File: config.mk
export PLATFORM = sky130hd
export DESIGN_NAME = nibble_port_pin_control
export DESIGN_NICKNAME = d
export VERILOG_FILES = /design/src/core/nibble_port_pkg.sv /design/src/core/timer0_pin_toggle.sv /design/src/core/nibble_port_pin_control.sv
export SDC_FILE = /design/constraint.sdc
export NUM_CORES = 1
export LEC_CHECK = 0
export BUFFER_PORTS_ARGS = -buffer_cell sky130_fd_sc_hd__buf_2
export CAP_MARGIN = 20
export CORE_MARGIN = 2
export CORE_UTILIZATION = 50
export CTS_CLUSTER_DIAMETER = 60
export DETAILED_ROUTE_END_ITERATION = 6
export GPL_TIMING_DRIVEN = 0
export PLACE_DENSITY = 0.92
export SLEW_MARGIN = 25
export SYNTH_ARGS = -nofsm -noshare
export SYNTH_HDL_FRONTEND = slang
export SYNTH_SLANG_ARGS = --single-unit
export TNS_END_PERCENT = 10
File: constraint.sdc
create_clock -name clk -period 3.9 [get_ports clk]
set_clock_uncertainty 0.1 [all_clocks]
set_input_delay 0 -clock clk [delete_from_list [all_inputs] [get_ports clk]]
set_output_delay 0 -clock clk [all_outputs]
set_load 0.005 [all_outputs]
File: src/core/nibble_port_pkg.sv
// constants, types and register map for the nibble port block
package nibble_port_pkg;

    // ----------------------------------------
    // widths
    // ----------------------------------------
    localparam int NIBBLE_W = 4;
    localparam int ADDR_W   = 7;

    typedef logic [NIBBLE_W-1:0] nibble_t;
    typedef logic [ADDR_W-1:0]   addr_t;

    // ----------------------------------------
    // register file addresses
    // ----------------------------------------
    localparam addr_t PERIPHERAL_PIN_SELECT_ADDR = 7'h0b;
    localparam addr_t BIT_PORT_DIRECTION_ADDR    = 7'h2b;
    localparam addr_t GROUP_PORT_DIRECTION_ADDR  = 7'h2c;

    // ----------------------------------------
    // data memory addresses and banks
    // ----------------------------------------
    localparam addr_t     BIT_PORT_DATA_ADDR        = 7'h73;
    localparam addr_t     OPEN_DRAIN_GROUP_DATA_ADDR = 7'h70;
    localparam addr_t     INPUT_ONLY_DATA_ADDR      = 7'h71;
    localparam logic      DATA_BANK_ZERO            = 1'b0;
    localparam logic      DATA_BANK_ONE             = 1'b1;

    // ----------------------------------------
    // field positions
    // ----------------------------------------
    localparam int SERIAL_PIN_ENABLE_BIT     = 0;
    localparam int TIMER_OUTPUT_SELECT_BIT   = 3;
    localparam int FIRST_PUSHPULL_DIR_BIT    = 0;
    localparam int SECOND_PUSHPULL_DIR_BIT   = 1;
    localparam int OPEN_DRAIN_GROUP_DIR_BIT  = 2;
    localparam int SERIAL_CLOCK_PIN          = 0;
    localparam int SERIAL_OUT_PIN            = 1;
    localparam int SERIAL_IN_PIN             = 2;
    localparam int TIMER_OUT_PIN             = 3;

    // ----------------------------------------
    // reset values and masks
    // ----------------------------------------
    localparam nibble_t NIBBLE_ZERO        = 4'h0;
    localparam nibble_t GROUP_DIR_MASK     = 4'h7;
    localparam nibble_t INPUT_ONLY_MASK    = 4'h1;
    localparam logic    TIMER_OUT_RESET    = 1'b1;

    // ----------------------------------------
    // carriers
    // ----------------------------------------
    typedef struct packed {
        logic    req;
        logic    write;
        logic    rf_space;
        logic    bank;
        addr_t   addr;
        nibble_t wdata;
    } core_access_t;

    typedef struct packed {
        nibble_t value;
        logic    valid;
    } core_read_t;

    typedef struct packed {
        nibble_t out;
        nibble_t oe_n;
    } od_drive_t;

    typedef struct packed {
        logic sck_out;
        logic sck_internal;
        logic so_out;
        logic so_latch_load;
        logic so_latch_value;
    } serial_side_t;

    typedef struct packed {
        logic sck_in;
        logic si_in;
    } serial_pins_t;

    typedef struct packed {
        nibble_t    peripheral_pin_select;
        nibble_t    bit_port_direction;
        nibble_t    group_port_direction;
        nibble_t    bit_port_latch;
        nibble_t    group_port_latch;
        core_read_t read;
    } port_state_t;

endpackage

File: src/core/timer0_pin_toggle.sv
// timer 0 output pin level: set on timer reset, toggled on modulo match
`timescale 1ns/100ps
module timer0_pin_toggle
    import nibble_port_pkg::*;
(
    // clock and reset
    input  wire logic clk,
    input  wire logic reset,
    // timer events
    input  wire logic timer0_reset,
    input  wire logic timer0_match,
    // pin level
    output logic      timer0_toggle_output
);

    typedef struct packed {
        logic level;
    } toggle_state_t;

    toggle_state_t state;
    toggle_state_t next_state;

    // ----------------------------------------
    // next level
    // ----------------------------------------
    always_comb
    begin
        next_state = state;
        if (timer0_reset)
        begin
            next_state.level = TIMER_OUT_RESET;
        end
        else if (timer0_match)
        begin
            next_state.level = ~state.level;
        end
    end

    always_ff @(posedge clk)
    begin
        if (reset)
        begin
            state.level <= TIMER_OUT_RESET;
        end
        else
        begin
            state <= next_state;
        end
    end

    assign timer0_toggle_output = state.level;

endmodule

File: src/core/nibble_port_pin_control.sv
// bit port, open-drain group port, input-only pin and their control registers
// What this block does
// - bit port data register with latch at data address 73h, bank zero.
// - bit port and group port pins drive only as open-drain.
// - each bit port pin input when direction bit 0, output when 1.
// - bit port reads pin for inputs, latch for outputs.
// - reset clears bit port directions and latch.
// - switching a pin to input leaves its latch unchanged.
// - serial enable gives pins 0 to 2 to serial clock, out, in.
// - timer select drives pin 3 with the timer 0 output.
// - timer pin set on timer reset, toggled on each modulo match.
// - serial and timer pins read latch or pin by function.
// - group port data register with latch at data address 70h, bank one.
// - group port pins all follow group direction bit 2 at 2ch.
// - group port reads pins when input, drives and reads latch when output.
// - reset clears group direction bit and group latch.
// - input-only pin mapped at data address 71h, bank one.
// - input-only reads pin in bit 0, zeros above; writes ignored.
// - group direction register bits 0..2 writable, bit 3 reads 0, reset 0.
`timescale 1ns/100ps
module nibble_port_pin_control
    import nibble_port_pkg::*;
(
    // clock and reset
    input  wire logic         clk,
    input  wire logic         reset,
    // core access
    input  wire core_access_t core_access,
    output core_read_t        core_read,
    // bit-programmable port pins
    input  wire nibble_t      bit_programmable_port_in,
    output od_drive_t         bit_programmable_port_drive,
    // open-drain group port pins
    input  wire nibble_t      open_drain_group_port_in,
    output od_drive_t         open_drain_group_port_drive,
    // input-only pin
    input  wire logic         input_only_pin,
    // serial peripheral
    input  wire serial_side_t serial_side,
    output serial_pins_t      serial_pins,
    output logic              serial_pin_enable,
    // timer 0
    input  wire logic         timer0_reset,
    input  wire logic         timer0_match,
    // push-pull group directions for other ports
    output logic              first_pushpull_group_dir,
    output logic              second_pushpull_group_dir
);

    // ----------------------------------------
    // state and internal signals
    // ----------------------------------------
    port_state_t state;
    port_state_t next_state;
    logic        timer0_toggle_output;
    logic        timer_output_select;
    logic        open_drain_group_dir;
    nibble_t     bit_read;
    nibble_t     bit_drive_en;
    nibble_t     bit_drive_val;
    logic        wr;
    logic        rd;

    // ----------------------------------------
    // timer output pin level
    // ----------------------------------------
    timer0_pin_toggle timer0_pin_toggle_inst (
        .clk                  (clk),
        .reset                (reset),
        .timer0_reset         (timer0_reset),
        .timer0_match         (timer0_match),
        .timer0_toggle_output (timer0_toggle_output)
    );

    // ----------------------------------------
    // control register fields
    // ----------------------------------------
    assign serial_pin_enable    = state.peripheral_pin_select[SERIAL_PIN_ENABLE_BIT];
    assign timer_output_select  = state.peripheral_pin_select[TIMER_OUTPUT_SELECT_BIT];
    assign open_drain_group_dir = state.group_port_direction[OPEN_DRAIN_GROUP_DIR_BIT];
    assign first_pushpull_group_dir  = state.group_port_direction[FIRST_PUSHPULL_DIR_BIT];
    assign second_pushpull_group_dir = state.group_port_direction[SECOND_PUSHPULL_DIR_BIT];

    // ----------------------------------------
    // bus strobes
    // ----------------------------------------
    assign wr = core_access.req & core_access.write;
    assign rd = core_access.req & ~core_access.write;

    // ----------------------------------------
    // serial inputs taken straight from the pins
    // ----------------------------------------
    assign serial_pins.sck_in = bit_programmable_port_in[SERIAL_CLOCK_PIN];
    assign serial_pins.si_in  = bit_programmable_port_in[SERIAL_IN_PIN];

    // ----------------------------------------
    // per-pin function, drive and read value
    // ----------------------------------------
    generate
        for (genvar i = 0; i < NIBBLE_W; i++)
        begin : g_bit_pin
            logic serial_owned;
            logic timer_owned;
            logic periph_val;
            logic periph_en;
            logic read_latch;
            always_comb
            begin
                serial_owned = serial_pin_enable && (i != TIMER_OUT_PIN);
                timer_owned  = timer_output_select && (i == TIMER_OUT_PIN);
                periph_val   = 1'b1;
                periph_en    = 1'b0;
                read_latch   = state.bit_port_direction[i];
                if (serial_owned)
                begin
                    if (i == SERIAL_CLOCK_PIN)
                    begin
                        periph_en  = serial_side.sck_internal;
                        periph_val = serial_side.sck_out;
                        read_latch = serial_side.sck_internal;
                    end
                    else if (i == SERIAL_OUT_PIN)
                    begin
                        periph_en  = 1'b1;
                        periph_val = serial_side.so_out;
                        read_latch = 1'b1;
                    end
                    else
                    begin
                        read_latch = 1'b0;
                    end
                end
                else if (timer_owned)
                begin
                    periph_en  = 1'b1;
                    periph_val = timer0_toggle_output;
                    read_latch = 1'b1;
                end
                if (serial_owned || timer_owned)
                begin
                    bit_drive_en[i]  = periph_en;
                    bit_drive_val[i] = periph_val;
                end
                else
                begin
                    bit_drive_en[i]  = state.bit_port_direction[i];
                    bit_drive_val[i] = state.bit_port_latch[i];
                end
                if (read_latch)
                begin
                    bit_read[i] = state.bit_port_latch[i];
                end
                else
                begin
                    bit_read[i] = bit_programmable_port_in[i];
                end
            end
        end
    endgenerate

    // ----------------------------------------
    // open-drain drivers
    // ----------------------------------------
    always_comb
    begin
        bit_programmable_port_drive.out  = NIBBLE_ZERO;
        bit_programmable_port_drive.oe_n = ~(bit_drive_en & ~bit_drive_val);
    end

    always_comb
    begin
        open_drain_group_port_drive.out = NIBBLE_ZERO;
        if (open_drain_group_dir)
        begin
            open_drain_group_port_drive.oe_n = state.group_port_latch;
        end
        else
        begin
            open_drain_group_port_drive.oe_n = ~NIBBLE_ZERO;
        end
    end

    // ----------------------------------------
    // register writes and read data
    // ----------------------------------------
    always_comb
    begin
        next_state = state;
        next_state.read.valid = rd;
        next_state.read.value = NIBBLE_ZERO;
        if (serial_side.so_latch_load)
        begin
            next_state.bit_port_latch[SERIAL_OUT_PIN] = serial_side.so_latch_value;
        end
        if (core_access.rf_space)
        begin
            case (core_access.addr)
                PERIPHERAL_PIN_SELECT_ADDR:
                begin
                    if (wr)
                    begin
                        next_state.peripheral_pin_select = core_access.wdata;
                    end
                    next_state.read.value = state.peripheral_pin_select;
                end
                BIT_PORT_DIRECTION_ADDR:
                begin
                    if (wr)
                    begin
                        next_state.bit_port_direction = core_access.wdata;
                    end
                    next_state.read.value = state.bit_port_direction;
                end
                GROUP_PORT_DIRECTION_ADDR:
                begin
                    if (wr)
                    begin
                        next_state.group_port_direction = core_access.wdata & GROUP_DIR_MASK;
                    end
                    next_state.read.value = state.group_port_direction;
                end
                default:
                begin
                    next_state.read.value = NIBBLE_ZERO;
                end
            endcase
        end
        else if (core_access.bank == DATA_BANK_ZERO)
        begin
            case (core_access.addr)
                BIT_PORT_DATA_ADDR:
                begin
                    if (wr)
                    begin
                        next_state.bit_port_latch = core_access.wdata;
                    end
                    next_state.read.value = bit_read;
                end
                default:
                begin
                    next_state.read.value = NIBBLE_ZERO;
                end
            endcase
        end
        else if (core_access.bank == DATA_BANK_ONE)
        begin
            case (core_access.addr)
                OPEN_DRAIN_GROUP_DATA_ADDR:
                begin
                    if (wr)
                    begin
                        next_state.group_port_latch = core_access.wdata;
                    end
                    if (open_drain_group_dir)
                    begin
                        next_state.read.value = state.group_port_latch;
                    end
                    else
                    begin
                        next_state.read.value = open_drain_group_port_in;
                    end
                end
                INPUT_ONLY_DATA_ADDR:
                begin
                    next_state.read.value = {{(NIBBLE_W-1){1'b0}}, input_only_pin}
                                          & INPUT_ONLY_MASK;
                end
                default:
                begin
                    next_state.read.value = NIBBLE_ZERO;
                end
            endcase
        end
        if (!rd)
        begin
            next_state.read.value = state.read.value;
        end
    end

    // ----------------------------------------
    // state register
    // ----------------------------------------
    always_ff @(posedge clk)
    begin
        if (reset)
        begin
            state.peripheral_pin_select <= NIBBLE_ZERO;
            state.bit_port_direction    <= NIBBLE_ZERO;
            state.bit_port_latch        <= NIBBLE_ZERO;
            state.group_port_direction  <= NIBBLE_ZERO;
            state.group_port_latch      <= NIBBLE_ZERO;
            state.read.value            <= NIBBLE_ZERO;
            state.read.valid            <= 1'b0;
        end
        else
        begin
            state <= next_state;
        end
    end

    // ----------------------------------------
    // read answer
    // ----------------------------------------
    assign core_read = state.read;

endmodule

==> results.toml <==
[flow_run]
drv_cap = 0

[synthesis]
syn_inst = 164
yosysSeqAreaShare_pct = 33.78
synth_cell_type_count = 34
synth_area_leaders = "dfxtp_1 (34%), mux2i_1 (20%), buf_4 (7.6%)"
synth_commonest_cells = "mux2i_1 (29), nor2_1 (28), dfxtp_1 (25)"
yosysWarnings = 0
async_reset_ff_share_pct = 0
synth_top_area_share_pct = 33.78
synth_edf_count = 0
synth_seq_cells = 25
synthFlopType = "dfxtp_1"
syn_area_per_cell_um2 = 9.033
synth_area_mm2 = 0.001481
synth_most_common_cell = "mux2i_1"
yosys.area.top_type = "dfxtp_1"

[critical_path]
worstSetupPathType = "flip-flop to flip-flop"
cp_cell_sequence = "clkbuf_1 > mux2i_1 > mux2i_1 > o21ai_0 > a21oi_1 > nor3_1"
worstSetupEndpointType = "flip-flop"
crit_path_frequent_cell = "mux2i_1"
start_kind = "flip-flop"
arrival_ns = 1.87
critPathBufInv = 1
worst-path-max-fanout = 9
cp_top_family = "multiplexers"
critical_path.slowest_cell = "dfxtp_1"
required_ns = 4.01
cpPeakStageDelay_ns = 0.34

[layout]
drive_gt1_share_pct = 34.19
fillers = 249
multiInputGateArea_um2 = 853.3
regArea_um2 = 500.5
fin_cells = 265
antenna_cells = 0
fin_area_mm2 = 0.001923
nets = 268
syn_to_final_growth_pct = 29.81

[run_status]
outcome = "finished, final reports clean"

[timing]
finalCriticalPeriod_ns = 1.757
tightest_slew_ns = 0.5593
max_slew_margin_pct = 62.71
max_freq_mhz = 569.1
setup_slack_ns = 2.143
finalHoldViolCount = 0
grt_setup_unrepaired = "no"
fin_tns_setup_ns = 0
setup_viol_count_final = 0
period_share_pct = 45.06
slew_viol_final = 0

[power]
combPwrFrac_pct = 17.7
p_leak_nw = 0.8948
p_sw_w = 0.0001085
fin_total_pwr_w = 0.0004518
powerDensity_mw_per_mm2 = 234.9
power_switching_share_pct = 24.02
p_int_w = 0.0003432
vdd_drop_max_v = 0.0001794
seqPwrFrac_pct = 57.9
p_clk_share_pct = 24.5

[placement]
port_buffers = 48
dp.cells = 250
place_congestion = 0.8592
dp_hpwl_um = 2675
place_ws_ns = 2.177
dpl_cell_area_mm2 = 0.001787

[floorplan]
die_x_um = 58.43
design.die.area_mm2 = 0.003414
core_area_mm2 = 0.002781
die_h_um = 58.43
num_rows = 19
start_util_pct = 53.26
pin_count = 59

[route]
drcViolationCount = 0
viasPerCell = 5.170
ant_nets = 0
drt_iter0_drc = 17
vias = 1370
wl_per_cell_um = 13.10
totalWireLength_um = 3471
first_pass_iters = 4

[clock_tree]
root_buffer = "clkbuf_4"
insertion_delay_ns = 0.31
cts_buffer_depth = 2
cts_buffers = 3
path_clk_slew_ns = 0.13
cts_tree = "yes"
htreeDepth = 1
clock-sinks = 25
cts-resized-gates = 0

[worst_hold_path]
hp-class = "primary input to flip-flop"

[global_routing]
grt_max_degree = 14
grt_pass1_vias = 1318
antenna_found_initial = 0
groute.usage.overall_pct = 21.62
grt_pass1_wl_um = 5651
overflow = 0
==> worst min-delay path, delay by kind of cell <==
kind                   cells  cell delay, ns
buffers and inverters      1            0.12
multiplexers               1            0.12
AND/OR/NAND/NOR            2            0.17
==> through the flow <==
stage                     hold slack [ns]  utilization [%]
after floorplan                  -0.01918                -
after global placement            0.08683            64.24
after detailed placement          0.09228            64.24
after CTS                         0.03769            69.14
after global routing              0.04285            69.14
final                             0.04454            69.14
==> kinds of logic after synthesis <==
logic type	after synthesis	synth area share, %
AO/OA/AOI/OAI	19	7.348
buffers and inverters	24	10.39
AND/OR/NAND/NOR	61	25.00
multiplexers	33	22.64
other	1	0.2531
flip-flops	25	33.78
XOR/XNOR	1	0.5913
==> path summary, 6_finish.rpt <==
path / startpoint / endpoint / slack, ns / cells past startpoint
worst max register to register: serial_pin_enable$_SDFFE_PP0P_ / core_read[1]$_SDFFE_PP0P_ / 2.14 / 6
worst max-delay path: serial_pin_enable$_SDFFE_PP0P_ / core_read[1]$_SDFFE_PP0P_ / 2.14 / 6
worst min-delay path: core_access[9] / serial_pin_enable$_SDFFE_PP0P_ / 0.04 / 4
worst min register to register: core_read[4]$_SDFFE_PP0P_ / core_read[4]$_SDFFE_PP0P_ / 0.41 / 2
==> metal layers <==
metal / GRT usage (%) / wire [µm]
met1: 26.55 / 1497
met2: 38.20 / 1728
met3: 2.857 / 181
met4: 8.306 / 65
met5: 0 / 0
==> power groups by stage <==
stage               clock [W]  sequential (W)  combinational (W)
floorplan                   0        0.000267          0.0000403
global placement            0        0.000267          0.0000687
detailed placement          0        0.000267          0.0000702
CTS                  0.000115        0.000261          0.0000794
global route         0.000129        0.000262          0.0000875
finish               0.000111        0.000261          0.0000798
==> registers in the layout (all words and copies together) (netlist names) <==
register	flops
core_read	5
first_pushpull_group_dir	1
g_bit_pin.timer_owned	1
open_drain_group_dir	1
second_pushpull_group_dir	1
serial_pin_enable	1
state	14
timer0_pin_toggle_inst.timer0_toggle_output	1
==> cell type report <==
cell class,count,share of cell area (%)
Buffer,22,7.612
Sequential cell,25,26.02
Multi-Input combinational cell,122,44.37
Tap cell,31,2.017
Inverter,2,0.3904
Timing Repair Buffer,59,18.22
Clock buffer,4,1.366
==> timing repair <==
action,4_1_cts,5_1_grt
hold buffers,11,0
endpoints found under the hold margin,25,0
setup buffers,0,0
==> cell usage in the layout (no fill, tap or decap), drive strengths merged, types with 4 or more instances in the layout <==
cell	n
a21oi	7
nor3	8
nor2	28
mux2	4
dlygate4sd3	11
buf	64
nand2b	5
conb	8
mux2i	29
o21ai	5
clkbuf	10
dfxtp	25
Note: power is estimated with default switching activity, not from simulation.
